File: config.mk
export PLATFORM = sky130hd
export DESIGN_NAME = clkmac_top
export DESIGN_NICKNAME = d
export VERILOG_FILES = /design/src/hw/clkmac_pkg.sv /design/src/hw/clkmac_top.sv
export SDC_FILE = /design/constraint.sdc
export NUM_CORES = 1
export LEC_CHECK = 0
export BUFFER_PORTS_ARGS = -buffer_cell sky130_fd_sc_hd__clkbuf_2
export CAP_MARGIN = 20
export CORE_ASPECT_RATIO = 0.7
export CORE_MARGIN = 2
export CORE_UTILIZATION = 41
export CTS_BUF_LIST = sky130_fd_sc_hd__clkbuf_4 sky130_fd_sc_hd__clkbuf_8
export DETAILED_ROUTE_END_ITERATION = 7
export HOLD_SLACK_MARGIN = 0.06
export PLACE_DENSITY = 0.68
export SYNTH_ARGS = -nofsm -noshare
export SYNTH_HDL_FRONTEND = slang
export SYNTH_SLANG_ARGS = --single-unit
File: constraint.sdc
create_clock -name mclk -period 5.3 [get_ports mclk]
set_clock_uncertainty 0.05 [all_clocks]
set_input_delay 1.59 -clock mclk [delete_from_list [all_inputs] [get_ports mclk]]
set_output_delay 1.59 -clock mclk [all_outputs]
set_load 0.03 [all_outputs]
File: src/hw/clkmac_pkg.sv
// Operation
// [RULE1] During sync with receive brightness above zero, keep the sync text shown.
// [RULE2] During sync with receive brightness zero, blank all but one progress point.
// [RULE3] Either navigation key opens the menu; forward steps on, backward steps back.
// [RULE4] Plus enters a submenu; plus on its exit item leaves it.
// [RULE5] Numeric settings: plus increments, minus decrements, within the setting's range.
// [RULE6] On/off settings: plus sets on, minus sets off.
// [RULE7] List settings: plus advances in list order, minus steps back.
// [RULE8] Outside the menu, plus toggles the alarm armed state.
// [RULE9] Outside the menu, minus toggles forced full brightness against normal brightness.
// [RULE10] Display mode offers hidden, time only, date only, alternating, in that order.
// [RULE11] Hidden mode shows temperature if enabled and possible, else dashes.
// [RULE12] With temperature enabled, time or date content alternates with temperature.
// [RULE13] Temperature item: short press toggles display, long presses start calibrations. Code: short plus sets display on, short minus sets it off.
// [RULE14] Week and weekend groups; a day in an active group cannot be edited.
// [RULE15] During day selection a decimal point shows whether that day is active.
// [RULE16] Alarm enable: plus arms, minus disarms, label shows state.
// [RULE17] Alarm minute ranges 0 to 59.
// [RULE18] Snooze duration ranges 1 to 30 minutes.
// [RULE19] While sounding, plus or minus snoozes; a navigation key stops the alarm.
// [RULE20] Sound delay ranges 0 to 10 minutes.
// [RULE21] Delay above maximum time: alarm only forces full brightness, never the buzzer.
// [RULE22] Maximum alarm duration ranges 2 to 60 minutes.
// [RULE23] Alarm fires on armed, active day and time match; ends at maximum duration.
package clkmac_pkg;
  localparam logic [7:0] ADDR_CTRL   = 8'h00;
  localparam logic [7:0] ADDR_ALARM  = 8'h04;
  localparam logic [7:0] ADDR_ALARM2 = 8'h08;
  localparam logic [7:0] ADDR_STATUS = 8'h0C;
  // Field low bits
  localparam int CTRL_TEMP = 2, CTRL_BRT = 3, CTRL_ARM = 8;
  localparam int AL_MIN = 8, AL_SNZ = 16, AL_DLY = 24;
  localparam int AL2_DAY = 16, AL2_WEEK = 24, AL2_WKND = 25;
  localparam int ST_RING = 4, ST_SNZ = 5, ST_BUZ = 6, ST_FULL = 7, ST_DAY = 8;
  // Ranges and reset values
  localparam logic [5:0] MIN_MAX   = 6'h3B;
  localparam logic [4:0] HOUR_MAX  = 5'h17;
  localparam logic [4:0] SNZ_MIN   = 5'h01;
  localparam logic [4:0] SNZ_MAX   = 5'h1E;
  localparam logic [3:0] DLY_MAX   = 4'hA;
  localparam logic [5:0] MAXT_MIN  = 6'h02;
  localparam logic [5:0] MAXT_MAX  = 6'h3C;
  localparam logic [3:0] DAYS_LAST = 4'h6;
  localparam logic [3:0] SEL_WEEK  = 4'h7;
  localparam logic [3:0] SEL_WKND  = 4'h8;
  localparam logic [2:0] SAT_IDX   = 3'h5;
  localparam logic [4:0] BRT_RST   = 5'h0F;
  localparam logic [5:0] MAXT_RST  = 6'h1E;
  localparam logic [4:0] SNZ_RST   = 5'h05;
  localparam int unsigned CLK_HZ        = 10_000_000;
  localparam int unsigned LONG_PRESS_MS = 1000;
  localparam int unsigned LONG_PRESS_CYC = LONG_PRESS_MS * (CLK_HZ / 1000);
  localparam logic [1:0] MODE_CLOCK_HIDDEN       = 2'h0;
  localparam logic [1:0] MODE_HOURS_MINUTES_ONLY = 2'h1;
  localparam logic [1:0] MODE_CALENDAR_ONLY      = 2'h2;
  localparam logic [1:0] MODE_ALTERNATING_VIEW   = 2'h3;
  typedef enum logic [3:0] {
    CM_CLOSED = 4'h0, CM_DISPMODE = 4'h1, CM_SHOWTEMP = 4'h2, CM_ALARM = 4'h3,
    CM_DAYSEL = 4'h4, CM_ENABLE = 4'h5, CM_HOUR = 4'h6, CM_MINUTE = 4'h7,
    CM_SNOOZE = 4'h8, CM_DELAY = 4'h9, CM_MAXTIME = 4'hA, CM_AEXIT = 4'hB,
    CM_MENUEND = 4'hC
  } clkmac_menu_t;
  typedef enum logic [2:0] {
    VIEW_BLANK = 3'h0, VIEW_TIME = 3'h1, VIEW_DATE = 3'h2, VIEW_TEMP = 3'h3,
    VIEW_DASHES = 3'h4, VIEW_MENU = 3'h5, VIEW_SYNC = 3'h6
  } clkmac_view_t;
  typedef enum logic [1:0] {
    AL_IDLE = 2'h0, AL_RING = 2'h1, AL_SNOOZE = 2'h2
  } clkmac_alarm_t;
endpackage

File: src/hw/clkmac_top.sv
`timescale 1ns/1ns
`default_nettype none
module clkmac_top #(
  parameter int unsigned LONG_CYC = clkmac_pkg::LONG_PRESS_CYC
) (
  input  wire logic                 mclk,
  input  wire logic                 reset_n,
  input  wire logic                 hsel,
  input  wire logic [31:0]          haddr,
  input  wire logic [1:0]           htrans,
  input  wire logic                 hwrite,
  input  wire logic [2:0]           hsize,
  input  wire logic [31:0]          hwdata,
  input  wire logic                 hready,
  output logic                      hreadyout,
  output logic                      hresp,
  output logic [31:0]               hrdata,
  input  wire logic                 keyFwdPin,
  input  wire logic                 keyBackPin,
  input  wire logic                 keyPlusPin,
  input  wire logic                 keyMinusPin,
  input  wire logic [4:0]           curHour,
  input  wire logic [5:0]           curMinute,
  input  wire logic [2:0]           curWeekday,
  input  wire logic                 minuteTick,
  input  wire logic                 altTick,
  input  wire logic                 syncActive,
  input  wire logic                 rxSignal,
  input  wire logic                 tempOk,
  output clkmac_pkg::clkmac_view_t  viewSel,
  output logic                      dpOn,
  output clkmac_pkg::clkmac_menu_t  menuItem,
  output logic                      fullBright,
  output logic                      buzzer,
  output logic                      calTempStart,
  output logic                      calOffsetStart
);
  import clkmac_pkg::*;
  localparam int CW = $clog2(LONG_CYC + 1);

  // ****************************************
  // Key synchronisers and press detection
  // ****************************************
  logic [3:0] s1_r, s2_r, s3_r, keyLvl_r, press;
  logic [CW-1:0] holdCnt_r;
  logic       longDone_r;
  logic       evFwd, evBack, evPlus, evMinus, evLongPlus, evLongMinus, pmHeld;
  assign press  = (s2_r ~^ s3_r) & s3_r & ~keyLvl_r;
  assign evFwd  = press[0];
  assign evBack = press[1];
  assign pmHeld = keyLvl_r[2] | keyLvl_r[3];
  // Short plus/minus fire on release so a long hold is not also a short press
  assign evPlus      = keyLvl_r[2] & (s2_r[2] == s3_r[2]) & ~s3_r[2] & ~longDone_r;
  assign evMinus     = keyLvl_r[3] & (s2_r[3] == s3_r[3]) & ~s3_r[3] & ~longDone_r;
  assign evLongPlus  = keyLvl_r[2] & ~longDone_r & (holdCnt_r == CW'(LONG_CYC - 1));
  assign evLongMinus = keyLvl_r[3] & ~keyLvl_r[2] & ~longDone_r
                       & (holdCnt_r == CW'(LONG_CYC - 1));

  always_ff @(posedge mclk) begin
    if (!reset_n) begin
      s1_r <= 4'h0;
      s2_r <= 4'h0;
      s3_r <= 4'h0;
      keyLvl_r <= 4'h0;
    end else begin
      s1_r <= {keyMinusPin, keyPlusPin, keyBackPin, keyFwdPin};
      s2_r <= s1_r;
      s3_r <= s2_r;
      for (int i = 0; i < 4; i++) begin
        if (s2_r[i] == s3_r[i]) keyLvl_r[i] <= s3_r[i];
      end
    end
  end

  always_ff @(posedge mclk) begin
    if (!reset_n || !pmHeld) begin
      holdCnt_r <= '0;
      longDone_r <= 1'b0;
    end else if (evLongPlus || evLongMinus) begin
      longDone_r <= 1'b1;
    end else if (!longDone_r) begin
      holdCnt_r <= holdCnt_r + CW'(1);
    end
  end

  // ****************************************
  // Register bus
  // ****************************************
  logic       wrPend_r, regWr;
  logic [7:0] wrAddr_r;
  logic [1:0] dispMode_r;
  logic       tempEn_r, armed_r, flash_r;
  logic [4:0] recvBright_r, alHour_r, alSnooze_r;
  logic [5:0] alMinute_r, alMaxTime_r;
  logic [3:0] alDelay_r, daySel_r;
  logic [6:0] dayEn_r;
  logic       weekGrp_r, wkndGrp_r;
  clkmac_alarm_t alState_r;
  clkmac_menu_t  menu_r;
  logic [31:0] rdMux;

  assign hreadyout = 1'b1;
  assign hresp     = 1'b0;
  assign regWr     = wrPend_r;

  always_comb begin
    rdMux = 32'h0;
    unique case (haddr[7:0])
      ADDR_CTRL: begin
        rdMux[1:0] = dispMode_r;
        rdMux[CTRL_TEMP] = tempEn_r;
        rdMux[CTRL_BRT +: 5] = recvBright_r;
        rdMux[CTRL_ARM] = armed_r;
      end
      ADDR_ALARM: begin
        rdMux[4:0] = alHour_r;
        rdMux[AL_MIN +: 6] = alMinute_r;
        rdMux[AL_SNZ +: 5] = alSnooze_r;
        rdMux[AL_DLY +: 4] = alDelay_r;
      end
      ADDR_ALARM2: begin
        rdMux[5:0] = alMaxTime_r;
        rdMux[AL2_DAY +: 7] = dayEn_r;
        rdMux[AL2_WEEK] = weekGrp_r;
        rdMux[AL2_WKND] = wkndGrp_r;
      end
      ADDR_STATUS: begin
        rdMux[3:0] = menu_r;
        rdMux[ST_RING] = (alState_r == AL_RING);
        rdMux[ST_SNZ] = (alState_r == AL_SNOOZE);
        rdMux[ST_BUZ] = buzzer;
        rdMux[ST_FULL] = fullBright;
        rdMux[ST_DAY +: 4] = daySel_r;
      end
      default: rdMux = 32'h0;
    endcase
  end

  always_ff @(posedge mclk) begin
    if (!reset_n) begin
      wrPend_r <= 1'b0;
      wrAddr_r <= 8'h0;
      hrdata <= 32'h0;
    end else begin
      wrPend_r <= hsel & hready & htrans[1] & hwrite;
      if (hsel && hready && htrans[1]) begin
        wrAddr_r <= haddr[7:0];
        if (!hwrite) hrdata <= rdMux;
      end
    end
  end

  // ****************************************
  // Menu navigation
  // ****************************************
  logic keysFree;
  assign keysFree   = (alState_r == AL_IDLE);
  assign menuItem   = menu_r;

  always_ff @(posedge mclk) begin
    if (!reset_n) begin
      menu_r <= CM_CLOSED;
    end else if (keysFree) begin
      if (evFwd) begin // [RULE3]
        unique case (menu_r)
          CM_CLOSED:   menu_r <= CM_DISPMODE;
          CM_ALARM:    menu_r <= CM_MENUEND;
          CM_AEXIT:    menu_r <= CM_DAYSEL;
          CM_MENUEND:  menu_r <= CM_CLOSED;
          default:     menu_r <= clkmac_menu_t'(menu_r + 4'h1);
        endcase
      end else if (evBack) begin // [RULE3]
        unique case (menu_r)
          CM_CLOSED:   menu_r <= CM_MENUEND;
          CM_DISPMODE: menu_r <= CM_CLOSED;
          CM_DAYSEL:   menu_r <= CM_AEXIT;
          CM_MENUEND:  menu_r <= CM_ALARM;
          default:     menu_r <= clkmac_menu_t'(menu_r - 4'h1);
        endcase
      end else if (evPlus && menu_r == CM_ALARM) begin
        menu_r <= CM_DAYSEL; // [RULE4]
      end else if (evPlus && menu_r == CM_AEXIT) begin
        menu_r <= CM_ALARM; // [RULE4]
      end
    end
  end

  // ****************************************
  // Settings edited by keys or bus
  // ****************************************
  logic selGrp, selOn, daySelEditable;
  assign selGrp = (daySel_r >= 4'(SAT_IDX)) ? wkndGrp_r : weekGrp_r;
  assign selOn  = (daySel_r == SEL_WEEK) ? weekGrp_r :
                  (daySel_r == SEL_WKND) ? wkndGrp_r : (selGrp | dayEn_r[daySel_r[2:0]]);
  assign daySelEditable = (daySel_r > DAYS_LAST) || !selGrp; // [RULE14]

  always_ff @(posedge mclk) begin
    if (!reset_n) begin
      dispMode_r <= MODE_ALTERNATING_VIEW;
      tempEn_r <= 1'b0;
      recvBright_r <= BRT_RST;
      armed_r <= 1'b0;
      flash_r <= 1'b0;
      alHour_r <= 5'h0;
      alMinute_r <= 6'h0;
      alSnooze_r <= SNZ_RST;
      alDelay_r <= 4'h0;
      alMaxTime_r <= MAXT_RST;
      dayEn_r <= 7'h0;
      weekGrp_r <= 1'b0;
      wkndGrp_r <= 1'b0;
      daySel_r <= 4'h0;
    end else if (regWr) begin
      unique case (wrAddr_r)
        ADDR_CTRL: begin
          dispMode_r <= hwdata[1:0];
          tempEn_r <= hwdata[CTRL_TEMP];
          recvBright_r <= hwdata[CTRL_BRT +: 5];
          armed_r <= hwdata[CTRL_ARM];
        end
        ADDR_ALARM: begin
          alHour_r <= hwdata[4:0];
          alMinute_r <= hwdata[AL_MIN +: 6];
          alSnooze_r <= hwdata[AL_SNZ +: 5];
          alDelay_r <= hwdata[AL_DLY +: 4];
        end
        ADDR_ALARM2: begin
          alMaxTime_r <= hwdata[5:0];
          dayEn_r <= hwdata[AL2_DAY +: 7];
          weekGrp_r <= hwdata[AL2_WEEK];
          wkndGrp_r <= hwdata[AL2_WKND];
        end
        default: ;
      endcase
    end else if (keysFree) begin
      unique case (menu_r)
        CM_CLOSED: begin
          if (evPlus) armed_r <= ~armed_r; // [RULE8]
          if (evMinus) flash_r <= ~flash_r; // [RULE9]
        end
        CM_DISPMODE: begin // [RULE10] [RULE7]
          if (evPlus) dispMode_r <= dispMode_r + 2'h1;
          if (evMinus) dispMode_r <= dispMode_r - 2'h1;
        end
        CM_SHOWTEMP: begin // [RULE13] [RULE6]
          if (evPlus) tempEn_r <= 1'b1;
          if (evMinus) tempEn_r <= 1'b0;
        end
        CM_DAYSEL: begin // [RULE7] [RULE14]
          if (evPlus) daySel_r <= (daySel_r == SEL_WKND) ? 4'h0 : daySel_r + 4'h1;
          if (evMinus) daySel_r <= (daySel_r == 4'h0) ? SEL_WKND : daySel_r - 4'h1;
          if ((evLongPlus || evLongMinus) && daySelEditable) begin
            if (daySel_r == SEL_WEEK) weekGrp_r <= evLongPlus;
            else if (daySel_r == SEL_WKND) wkndGrp_r <= evLongPlus;
            else dayEn_r[daySel_r[2:0]] <= evLongPlus;
          end
        end
        CM_ENABLE: begin // [RULE16] [RULE6]
          if (evPlus) armed_r <= 1'b1;
          if (evMinus) armed_r <= 1'b0;
        end
        CM_HOUR: begin // [RULE5]
          if (evPlus && alHour_r < HOUR_MAX) alHour_r <= alHour_r + 5'h1;
          if (evMinus && alHour_r != 5'h0) alHour_r <= alHour_r - 5'h1;
        end
        CM_MINUTE: begin // [RULE17] [RULE5]
          if (evPlus && alMinute_r < MIN_MAX) alMinute_r <= alMinute_r + 6'h1;
          if (evMinus && alMinute_r != 6'h0) alMinute_r <= alMinute_r - 6'h1;
        end
        CM_SNOOZE: begin // [RULE18]
          if (evPlus && alSnooze_r < SNZ_MAX) alSnooze_r <= alSnooze_r + 5'h1;
          if (evMinus && alSnooze_r > SNZ_MIN) alSnooze_r <= alSnooze_r - 5'h1;
        end
        CM_DELAY: begin // [RULE20]
          if (evPlus && alDelay_r < DLY_MAX) alDelay_r <= alDelay_r + 4'h1;
          if (evMinus && alDelay_r != 4'h0) alDelay_r <= alDelay_r - 4'h1;
        end
        CM_MAXTIME: begin // [RULE22]
          if (evPlus && alMaxTime_r < MAXT_MAX) alMaxTime_r <= alMaxTime_r + 6'h1;
          if (evMinus && alMaxTime_r > MAXT_MIN) alMaxTime_r <= alMaxTime_r - 6'h1;
        end
        default: ;
      endcase
    end
  end

  always_ff @(posedge mclk) begin
    if (!reset_n) begin
      calTempStart <= 1'b0;
      calOffsetStart <= 1'b0;
    end else begin
      calTempStart <= keysFree & (menu_r == CM_SHOWTEMP) & evLongPlus; // [RULE13]
      calOffsetStart <= keysFree & (menu_r == CM_SHOWTEMP) & evLongMinus; // [RULE13]
    end
  end

  // ****************************************
  // Alarm sequencing
  // ****************************************
  logic [5:0] alElapsed_r;
  logic       dayActive, alMatch, alFire;
  assign dayActive = ((curWeekday >= SAT_IDX) ? wkndGrp_r : weekGrp_r) | dayEn_r[curWeekday];
  assign alMatch   = (curHour == alHour_r) && (curMinute == alMinute_r);
  assign alFire    = minuteTick & armed_r & dayActive & alMatch; // [RULE23]

  always_ff @(posedge mclk) begin
    if (!reset_n) begin
      alState_r <= AL_IDLE;
      alElapsed_r <= 6'h0;
    end else begin
      unique case (alState_r)
        AL_IDLE: if (alFire) begin // [RULE23]
          alState_r <= AL_RING;
          alElapsed_r <= 6'h0;
        end
        AL_RING: begin
          if (evFwd || evBack) alState_r <= AL_IDLE; // [RULE19]
          else if (press[2] || press[3]) begin // [RULE19]
            alState_r <= AL_SNOOZE;
            alElapsed_r <= 6'h0;
          end else if (minuteTick) begin
            alElapsed_r <= alElapsed_r + 6'h1;
            if (alElapsed_r + 6'h1 >= alMaxTime_r) alState_r <= AL_IDLE; // [RULE23]
          end
        end
        AL_SNOOZE: begin
          if (evFwd || evBack) alState_r <= AL_IDLE; // [RULE19]
          else if (minuteTick) begin
            alElapsed_r <= alElapsed_r + 6'h1;
            if (alElapsed_r + 6'h1 >= 6'(alSnooze_r)) begin
              alState_r <= AL_RING;
              alElapsed_r <= 6'h0;
            end
          end
        end
        default: alState_r <= AL_IDLE;
      endcase
    end
  end

  // Over-long delay never sounds; brightness alone wakes
  assign buzzer = (alState_r == AL_RING) && (6'(alDelay_r) <= alMaxTime_r)
                  && (6'(alDelay_r) <= alElapsed_r); // [RULE21]
  assign fullBright = flash_r | (alState_r == AL_RING); // [RULE9] [RULE21]

  // ****************************************
  // Display content selection
  // ****************************************
  logic [1:0] phase_r, phaseNext;
  logic [2:0] viewEn;
  clkmac_view_t normView;
  assign viewEn[0] = dispMode_r[0];
  assign viewEn[1] = dispMode_r[1];
  assign viewEn[2] = tempEn_r & tempOk; // [RULE12]

  always_comb begin
    phaseNext = phase_r;
    for (int k = 2; k >= 0; k--) begin
      if (viewEn[2'((32'(phase_r) + k + 1) % 3)]) phaseNext = 2'((32'(phase_r) + k + 1) % 3);
    end
    unique case (phase_r)
      2'h0: normView = VIEW_TIME;
      2'h1: normView = VIEW_DATE;
      default: normView = VIEW_TEMP;
    endcase
    if (!viewEn[phase_r]) normView = VIEW_DASHES;
  end

  always_ff @(posedge mclk) begin
    if (!reset_n) phase_r <= 2'h0;
    else if (altTick || !viewEn[phase_r]) phase_r <= phaseNext; // [RULE12]
  end

  always_ff @(posedge mclk) begin
    if (!reset_n) begin
      viewSel <= VIEW_BLANK;
      dpOn <= 1'b0;
    end else if (syncActive && recvBright_r == 5'h0) begin
      viewSel <= VIEW_BLANK; // [RULE2]
      dpOn <= rxSignal;
    end else if (syncActive) begin
      viewSel <= VIEW_SYNC; // [RULE1]
      dpOn <= 1'b0;
    end else if (menu_r != CM_CLOSED) begin
      viewSel <= VIEW_MENU;
      dpOn <= (menu_r == CM_DAYSEL) & selOn; // [RULE15]
    end else begin
      viewSel <= normView; // [RULE10] [RULE11]
      dpOn <= 1'b0;
    end
  end
endmodule // clkmac_top
`default_nettype wire

==> summary.md, run 1 <==
| Metric | Value |
|---|---|
| Maximum resistive drop on vdd | 0.143 mV |
| First-pass iteration count of the detailed router | 5 |
| Worst skew pair latency | 0.48 ns |
| Number of DRC markers after the initial detailed-route iteration | 969 |
| Total length of routed wires | 27100 um |
| DRC errors left | 0 |
| Share of flip-flops with an asynchronous set or reset | 0% |
| CTS tree | built |
| Clock transition at path regs | 0.09 ns |
| FF+latch count, synth | 144 |
| Ratio of total power to cell area | 220 mW/mm2 |
| Final Critical Period | 3.95 ns |
| Maximum number of pins on one net before global-route repair | 41 |
| Max Slew Vio Count | 0 |
| Net count of the finished layout | 1352 |
| Number of vias in the routed layout | 8587 |
| Final hold viol count | 0 |
| Min-delay src | s1_r[2] |
| Number of CTS-inserted buffers | 17 |
| Area of the mapped netlist | 0.00916 mm2 |
| Slowest-stage cell, CP | dfxtp_1 |
| DR top layer | met4 |
| Top Family by Delay on Critical Path | compound AO/OA/AOI/OAI gates |
| Area grow syn2layout | 11.8% |
| Total routing usage reported by global routing | 23.4% |
| Highest attainable clock frequency | 0.253 GHz |
| Startpoint class of the critical path | register |
| Number of flops mapped to enable cells by yosys | 0 |
| Launch point of the worst path | alMaxTime_r[1] |
| Worst hold slack | 0.374 ns |
| Die Area | 0.0236 mm2 |
| Status | finished clean |
| Number of instances on the worst hold path | 1 |
| H-tree levels | 4 |
| WL per Instance | 18.2 um |
| Fin crit share | 74.6% |
| RSZ-0062 raised after global routing | false |
| Global-route wire length before repair | 43200 um |
| Synth warnings | 0 |
| Initial standard-cell utilization of the core | 42.0% |
| Portion of the post-synthesis area used by sequential elements | 31.5% |
| Synthesized instance count | 1129 |
| CTS sink cnt | 144 |
| Clock Tree Root | clkbuf_8 |
| Final setup violation count | 0 |
| Mean instance size in the synthesized netlist | 8.11 um2 |
| Area used by multi-input combinational logic | 0.00578 mm2 |
| Number of global-route vias before repair | 7775 |
| Logic depth of the worst register-to-register path | 11 |
| Post-CTS Setup Inserts | 0 |
| Vias per Instance | 5.76 |
| Total of hold buffers inserted after clock tree synthesis | 0 |
| Relative slew margins | 41.6% |
| Endpoint required time on the critical path | 3.66 ns |
| Sequential cell area in the final layout | 0.00288 mm2 |
| Routability congestion estimate from global placement | 0.948 |
| PortBufs | 98 |
| Type of the most critical hold path | register to register |
| Post-synthesis cell type count | 87 |
| Y dimension of the die | 129 um |
| Summed negative setup slack over all endpoints | 0 ns |
| End point of the worst hold path | s2_r[2] |
| Leakage component of the power | 0.00412 uW |
| Std-Cell Core Area | 0.0218 mm2 |
| R2r endpoint | alHour_r[4] |
| Largest stage delay on the critical path | 0.40 ns |
| R2R Setup Slk | 1.91 ns |
| Most frequent standard cell in the layout excluding fill and tap cells | dfxtp_1 |
| Critical Path, Cell by Cell | inv_1 -> ha_1 -> nor2b_1 -> o21ai_0 -> nand2b_1 -> a21oi_1 -> o221a_2 -> clkbuf_2 |
| Worst-Margin Slew | 0.854 ns |
| Commonest cells after routing, fill and taps aside | dfxtp_1 (143), nor2_1 (115), nand2_1 (100) |
| Amount of wire on met3 after detailed routing | 2020 um |
| Die Wd | 183 um |
| Top-Level Pins | 143 |
| Remaining number of nets flagged by the antenna check after routing | 0 |
| Buf+Inv Stages, Crit Path | 2 |
| Max-cap viol count | 0 |
| Wire length the detailed router placed on met1 | 13400 um |
| Amount of wire on met2 after detailed routing | 11400 um |
| Ratio of cells with drive above 1 in the final layout | 14.8% |
| Number of antenna violations at the first check in global routing | 0 |
| Path type of the worst setup path | register to output port |
| Site Rows | 45 |
| Data arrival time at the worst-slack endpoint | 2.31 ns |
| Post-detailed-placement half-perimeter wirelength | 20300 um |
| Remaining global-route overflow | 0 |
| Max clock buf depth | 2 |
| Worst Setup End Kind | output port |
| Quantity of gates resized following cts | 0 |
| Number of antenna repair diodes | 0 |
| Crit path max fanout | 4 |
| Fill count | 2145 |
| Reg2Reg Launch Point | s3_r[3] |
| Commonest register cell after synthesis | dfxtp_1 |
## state kept, by name (all words and copies together), names as in the netlist, 5 cells and up
name and cells:
hrdata 25, holdCnt_r 24, wrAddr_r 8, dayEn_r 7
alElapsed_r 6, alMaxTime_r 6, alMinute_r 6, alHour_r 5
alSnooze_r 5, recvBright_r 5
## routing by layer
metal	vias to the layer above	track usage, %
met4	0	5.88
met5	-	0
met3	29	5.17
li1	4170	-
met2	302	34.2
met1	4086	34.6
## kinds of logic after synthesis
family                   count (synthesis)  share of synthesized area [%]
other                                    2                         0.0820
AND/OR/NAND/NOR                        427                           23.8
XOR/XNOR                                54                           5.16
flip-flops                             144                           31.5
buffers and inverters                  118                           5.76
multiplexers                            38                           4.47
AO/OA/AOI/OAI                          285                           20.6
adder cells (fa/ha/maj)                 61                           8.63
## synthesized netlist by cell type (5+ instances only)
library cell / instances / area (um2)
o211ai_1: 17 / 128
buf_6: 5 / 56.3
a221oi_1: 13 / 114
o2111ai_1: 6 / 52.6
a211oi_1: 16 / 120
a22oi_1: 6 / 45.0
and3_1: 9 / 56.3
nand2_1: 100 / 375
nor3b_1: 5 / 37.5
and2_1: 17 / 106
nand4_1: 16 / 100
buf_4: 12 / 90.1
nand3_1: 23 / 115
a31oi_1: 9 / 56.3
nor2b_1: 17 / 106
xor2_1: 30 / 263
or4_1: 6 / 45.0
xnor2_1: 24 / 210
inv_1: 44 / 165
nor2_1: 115 / 432
a21oi_1: 78 / 390
dfxtp_1: 144 / 2880
o31ai_1: 6 / 45.0
o21ai_0: 60 / 300
nor4_1: 8 / 50.1
nand2b_1: 31 / 194
or3_1: 7 / 43.8
a31o_2: 7 / 61.3
mux2i_1: 33 / 330
nand3b_1: 9 / 67.6
clkbuf_1: 51 / 191
or2_2: 6 / 37.5
o21a_1: 8 / 60.1
ha_1: 56 / 701
nor3_1: 33 / 165
a21o_1: 8 / 60.1
## power by group
part	switching (uW)	total, uW	internal [uW]
Combinational	105	166	60.5
Sequential	11.5	1110	1090
Clock	464	976	512
## cell type report
type                    instances  area share, %
inverters                      46           1.69
well taps                     282           3.45
multi-input cells             874           56.4
repair buffers                112           6.01
flip-flops and latches        144           28.2
clock buffers                  21           2.76
clock inverters                11           1.52
## worst max-delay path by stage
stage	endpoint	cells past startpoint
floorplan	hrdata[17]	7
global placement	hrdata[1]	9
detailed placement	hrdata[1]	9
CTS	buzzer	8
global route	buzzer	8
finish	buzzer	8
## through the flow
stage	cell area [um2]	setup slack (ns)	total power (uW)	instances	utilization [%]
after floorplan	9190	1.97	1240	1136	-
after global placement	9770	1.49	1290	1457	44.9
after detailed placement	9770	1.44	1290	1457	44.9
final	10200	1.35	2250	1490	47.0
after CTS	10200	1.30	2270	1489	46.9
after global routing	10200	1.19	2330	1490	47.0
No activity file was read; power rests on OpenSTA's default activity.
==> run 2: changes to the inputs <==
Clock period 5.3 ns to 4.1 ns, I/O delays scaled along.
==> summary.md, run 2 (same netlist as run 1, synthesis figures left out) <==
| Metric | Value |
|---|---|
| Final hold viol count | 0 (unchanged) |
| Initial standard-cell utilization of the core | 42.0% (unchanged) |
| Max Slew Vio Count | 0 (unchanged) |
| Worst skew pair latency | 0.48 ns (about the same) |
| Area grow syn2layout | 11.1% |
| Clock Tree Root | clkbuf_8 |
| Commonest cells after routing, fill and taps aside | dfxtp_1 (143), nor2_1 (115), nand2_1 (100) |
| Number of CTS-inserted buffers | 17 (unchanged) |
| Switching fraction of total power | 26.1% (+0.30 points) |
| Number of vias in the routed layout | 8628 (+0.48%) |
| First-pass iteration count of the detailed router | 6 (+1) |
| Ratio of total power to cell area | 271 mW/mm2 (+23%) |
| Reg2Reg Launch Point | s3_r[3] |
| Launch point of the worst path | alMaxTime_r[1] |
| Worst Slack Setup Final | 0.513 ns (-0.835 ns) |
| Path type of the worst setup path | register to output port |
| Quantity of gates resized following cts | 0 (unchanged) |
| Logic depth of the worst register-to-register path | 12 (+1) |
| Type of the most critical hold path | register to register |
| Register with the highest flop count | hrdata |
| Total routing usage reported by global routing | 23.1% (-0.22 points) |
| Die Wd | 183 um (unchanged) |
| Max-cap viol count | 0 (unchanged) |
| Vias per Instance | 5.79 (+0.41%) |
| Post-CTS Setup Inserts | 0 (unchanged) |
| Total length of routed wires | 27000 um (-0.46%) |
| Fin crit share | 87.5% |
| DRC errors left | 0 (unchanged) |
| Number of instances on the worst hold path | 1 (unchanged) |
| Final setup violation count | 0 (unchanged) |
| Min-delay src | s1_r[2] |
| Global-route wire length before repair | 42700 um (-1.2%) |
| Remaining global-route overflow | 0 (unchanged) |
| Regs by FF count | hrdata x25, holdCnt_r x24, wrAddr_r x8 |
| Share of power burned in registers | 51.8% (+2.6 points) |
| RSZ-0062 raised after global routing | false |
| WL per Instance | 18.1 um (-0.52%) |
| Highest attainable clock frequency | 0.279 GHz |
| Number of global-route vias before repair | 7659 (-1.5%) |
| CTS sink cnt | 144 (unchanged) |
| Worst-Margin Slew | 0.920 ns (+0.0660 ns) |
| Number of antenna repair diodes | 0 (unchanged) |
| Site Rows | 45 (unchanged) |
| Clock transition at path regs | 0.09 ns (about the same) |
| Most frequent standard cell in the layout excluding fill and tap cells | dfxtp_1 |
| Reported net switching power | 720 uW (+24%) |
| Summed negative setup slack over all endpoints | 0 ns (unchanged) |
| Post-detailed-placement half-perimeter wirelength | 20200 um (-0.29%) |
| R2r endpoint | alMaxTime_r[5] |
| Internal power | 2040 uW (+22%) |
| Die Area | 0.0236 mm2 (unchanged) |
| Endpoint required time on the critical path | 2.82 ns (-0.84 ns) |
| Top-Level Pins | 143 (unchanged) |
| Number of DRC markers after the initial detailed-route iteration | 829 (-14%) |
| Relative slew margins | 37.1% (-4.5 points) |
| Ratio of cells with drive above 1 in the final layout | 14.9% (+0.070 points) |
| Maximum resistive drop on vdd | 0.181 mV (+26%) |
| Final Critical Period | 3.59 ns |
| Total of hold buffers inserted after clock tree synthesis | 0 (unchanged) |
| Remaining number of nets flagged by the antenna check after routing | 0 (unchanged) |
| Max clock buf depth | 2 (unchanged) |
| Std-Cell Core Area | 0.0218 mm2 (unchanged) |
| Final core utilization | 46.7% (-0.29 points) |
| Maximum number of pins on one net before global-route repair | 65 (+59%) |
| Startpoint class of the critical path | register |
| Leakage component of the power | 0.00410 uW (-0.42%) |
| PortBufs | 98 (unchanged) |
| Routability congestion estimate from global placement | 0.910 (-3.9%) |
| Crit path max fanout | 4 (unchanged) |
| Number of flip-flops in the largest register | 25 (unchanged) |
| Clk network pwr share | 40.5% (-2.9 points) |
| Placement-stage worst setup slack | 0.734 ns (-0.710 ns) |
| Combinational Power Share | 7.8% (+0.4 points) |
| End point of the worst hold path | s2_r[2] |
| Y dimension of the die | 129 um (unchanged) |
| CTS tree | built |
| Net count of the finished layout | 1354 (+0.15%) |
| Status | finished clean |
| R2R Setup Slk | 0.63 ns (-1.28 ns) |
| Number of antenna violations at the first check in global routing | 0 (unchanged) |
| Worst Setup End Kind | output port |
| H-tree levels | 4 (unchanged) |
| Data arrival time at the worst-slack endpoint | 2.31 ns (about the same) |
[run 2: cell count changes in the layout (fill, tap and decap cells not counted), sizes merged]
cell	change
buf	+2
bufinv	-2
clkbuf	+2
clkinv	+2
clkinvlp	-2
inv	-1
[run 2: per-stage QoR]
step	hold slack [ns]	instance area, um2	std cells	power (uW)
2_1_floorplan	0.362	9190	1136	1600
3_3_place_gp	0.366	9800	1460	1670
3_5_place_dp	0.375	9800	1460	1670
4_1_cts	0.386	10200	1491	2780
5_1_grt	0.401	10200	1491	2860
6_report	0.378	10200	1491	2760
[run 2: worst max path at each step]
stage	end	slack, ns	depth (start not counted)
after floorplan	alHour_r[4]	1.09	11
after global placement	alElapsed_r[0]	0.73	7
after detailed placement	alMaxTime_r[5]	0.73	12
after CTS	buzzer	0.48	8
after global routing	buzzer	0.35	7
final	buzzer	0.51	8
[run 2: worst max-delay path: stages (launching register included)]
cell and delay [ns]:
dfxtp_1 0.40, inv_1 0.15, ha_1 0.34, nor2b_1 0.13, o21ai_0 0.14, nand2b_1 0.07, a21oi_1 0.14, o221a_2 0.26
clkbuf_2 0.22
[run 2: final cells by class]
type	instances	area (um2)
tap	282	353
fill	2160	11600
clock buffer	23	298
inverter	46	173
timing repair buffer	114	611
clock inverter	8	82.6
multi-input combinational	874	5780
sequential	144	2880
[run 2: metal layers]
metal  track usage, %  wire length [um]  vias to the layer above
li1                 -                 -                     4181
met4             4.08               200                        0
met2             34.0             11400                      321
met1             34.0             13000                     4109
met5                0                 0                        -
met3             6.55              2440                       17
[run 2: power groups by stage]
stage          Sequential (uW)  Combinational [uW]  Clock (uW)
3_5_place_dp              1460                 211           0
5_1_grt                   1430                 233        1190
2_1_floorplan             1470                 131           0
4_1_cts                   1430                 212        1140
3_3_place_gp              1460                 210           0
6_report                  1430                 214        1120
==> run 3: changes to the inputs <==
Settings changed: BUFFER_PORTS_ARGS -buffer_cell sky130_fd_sc_hd__clkbuf_2 to not set, CORE_MARGIN 2 to not set, DONT_BUFFER_PORTS set to 1, PLACE_DENSITY 0.68 to 0.62, REMOVE_ABC_BUFFERS set to 1.
==> summary.md, run 3 (same netlist as run 1, synthesis figures left out) <==
| Metric | Value |
|---|---|
| Status | finished clean |
| Total of hold buffers inserted after clock tree synthesis | 0 (unchanged) |
| Number of global-route vias before repair | 7150 (-6.6%) |
| WL per Instance | 19.0 um (+4.7%) |
| Clock Tree Root | clkbuf_8 |
| RSZ-0062 raised after global routing | false |
| Area grow syn2layout | 6.56% |
| Net count of the finished layout | 1257 (-7.2%) |
| Final Critical Period | 3.50 ns (-0.0860 ns) |
| Critical path destination | buzzer |
| Post-route cell area | 0.00976 mm2 (-4.1%) |
| Reg2Reg Launch Point | s3_r[3] |
| Number of antenna repair diodes | 0 (unchanged) |
| Std-Cell Core Area | 0.0218 mm2 (unchanged) |
| H-tree levels | 4 (unchanged) |
| R2r endpoint | alMinute_r[5] |
| Type of the most critical hold path | register to register |
| Slowest-stage cell, CP | dfxtp_1 |
| Y dimension of the die | 127 um (-1.5%) |
| Number of CTS-inserted buffers | 17 (unchanged) |
| Max clock buf depth | 2 (unchanged) |
| CTS sink cnt | 144 (unchanged) |
| Fin crit share | 85.4% (-2.1 points) |
| Total cell area at the placement stage | 0.00931 mm2 (-4.9%) |
| Post-CTS Setup Inserts | 0 (unchanged) |
| Remaining number of nets flagged by the antenna check after routing | 0 (unchanged) |
| Maximum number of pins on one net before global-route repair | 65 (unchanged) |
| Die Area | 0.0230 mm2 (-2.6%) |
| Crit path max fanout | 4 (unchanged) |
| Fill count | 2180 (+0.93%) |
| Endpoint required time on the critical path | 2.82 ns (about the same) |
| PortBufs | 0 (-100%) |
| Total length of routed wires | 26500 um (-2.1%) |
| Number of vias in the routed layout | 8089 (-6.2%) |
| Maximum resistive drop on vdd | 0.224 mV (+24%) |
| Startpoint class of the critical path | register |
| R2R Setup Slk | 0.76 ns (+0.13 ns) |
| Commonest cells after routing, fill and taps aside | dfxtp_1 (143), nor2_1 (115), nand2_1 (100) |
| Ratio of total power to cell area | 297 mW/mm2 (+9.4%) |
| Max-cap viol count | 0 (unchanged) |
| Relative slew margins | 40.8% (+3.7 points) |
| Data arrival time at the worst-slack endpoint | 2.22 ns (-0.09 ns) |
| Launch point of the worst path | alMaxTime_r[1] |
| Worst-Margin Slew | 0.886 ns (-0.0336 ns) |
| Most frequent standard cell in the layout excluding fill and tap cells | dfxtp_1 |
| Filler-free cell count of the finished design | 1395 (-6.4%) |
| Worst skew pair latency | 0.48 ns (about the same) |
| Summed negative setup slack over all endpoints | 0 ns (unchanged) |
| Global-route wire length before repair | 41300 um (-3.3%) |
| First-pass iteration count of the detailed router | 6 (unchanged) |
| Highest attainable clock frequency | 0.286 GHz (+2.5%) |
| Register with the highest flop count | hrdata |
| Max Slew Vio Count | 0 (unchanged) |
| Site Rows | 45 (unchanged) |
| Logic depth of the worst register-to-register path | 11 (-1) |
| Placed Cells incl. Taps | 1363 (-6.6%) |
| Leakage component of the power | 0.00370 uW (-9.7%) |
| Vias per Instance | 5.80 (+0.20%) |
| Top-Level Pins | 143 (unchanged) |
| Critical Path, Cell by Cell | inv_1 -> ha_1 -> nor2b_1 -> o21ai_0 -> nand2b_1 -> a21oi_1 -> o221a_2 |
| Remaining global-route overflow | 0 (unchanged) |
| Number of flip-flops in the largest register | 25 (unchanged) |
| Worst Setup End Kind | output port |
| Total routing usage reported by global routing | 23.1% (about the same) |
| Final hold viol count | 0 (unchanged) |
| Die Wd | 181 um (-1.1%) |
| Quantity of gates resized following cts | 0 (unchanged) |
| Ratio of cells with drive above 1 in the final layout | 7.55% (-7.3 points) |
| CTS tree | built |
| Largest stage delay on the critical path | 0.42 ns (+0.02 ns) |
| Number of antenna violations at the first check in global routing | 0 (unchanged) |
| Regs by FF count | hrdata x25, holdCnt_r x24, wrAddr_r x8 |
| Initial standard-cell utilization of the core | 42.0% (unchanged) |
| DRC errors left | 0 (unchanged) |
| Area used by multi-input combinational logic | 0.00578 mm2 (unchanged) |
| Clock transition at path regs | 0.08 ns (about the same) |
| Number of DRC markers after the initial detailed-route iteration | 765 (-7.7%) |
| Final setup violation count | 0 (unchanged) |
| Path type of the worst setup path | register to output port |
| Post-detailed-placement half-perimeter wirelength | 19400 um (-3.7%) |
| Routability congestion estimate from global placement | 0.930 (+2.2%) |
| Sequential cell area in the final layout | 0.00288 mm2 (unchanged) |
[run 3: changes by cell type in the layout (fill, tap and decap cells not counted), sizes merged]
cell      previous run  this run
clkbuf             121        18
clkinv               7         3
inv                 45        50
clkinvlp             1         3
bufinv               1         4
buf                 16        17
[run 3: worst min path at each step]
stage            start      end  slack [ns]  cells after the start
4_1_cts        s1_r[0]  s2_r[0]        0.39                      1
5_1_grt        s1_r[0]  s2_r[0]        0.41                      1
2_1_floorplan  s1_r[0]  s2_r[0]        0.36                      1
3_5_place_dp   s1_r[0]  s2_r[0]        0.37                      1
6_report       s1_r[0]  s2_r[0]        0.39                      1
3_3_place_gp   s1_r[0]  s2_r[0]        0.37                      1
[run 3: critical path: cells and delay by family (launching register included)]
family	cells	cell delay [ns]
AO/OA/AOI/OAI	3	0.63
flip-flops	1	0.42
adder cells (fa/ha/maj)	1	0.33
AND/OR/NAND/NOR	2	0.20
buffers and inverters	1	0.15
[run 3: stage by stage]
step	hold slack [ns]	worst slack [ns]	utilization, %	total power (uW)
2_1_floorplan	0.362	0.830	-	1580
3_3_place_gp	0.369	0.700	42.7	1610
3_5_place_dp	0.373	0.660	42.7	1610
4_1_cts	0.394	0.598	44.8	2910
5_1_grt	0.412	0.455	44.8	2990
6_report	0.388	0.599	44.8	2900
[run 3: routing by layer]
layer  GRT usage, %  wire length [um]
met2           31.5             10500
met4           4.88               213
met1           34.5             13200
met3           7.78              2550
met5              0                 0
[run 3: cell type report]
type / count / area share (%)
clock buffer: 18 / 2.54
clock inverter: 14 / 2.05
inverter: 46 / 1.77
multi-input combinational: 874 / 59.2
sequential: 144 / 29.5
tap: 282 / 3.61
timing repair buffer: 17 / 1.31
[run 3: power breakdown]
| part | switching [uW] | internal, uW | total [uW] |
|---|---|---|---|
| Sequential | 25.9 | 1420 | 1440 |
| Clock | 624 | 688 | 1310 |
| Combinational | 89.0 | 53.6 | 143 |
| Total | 739 | 2160 | 2900 |
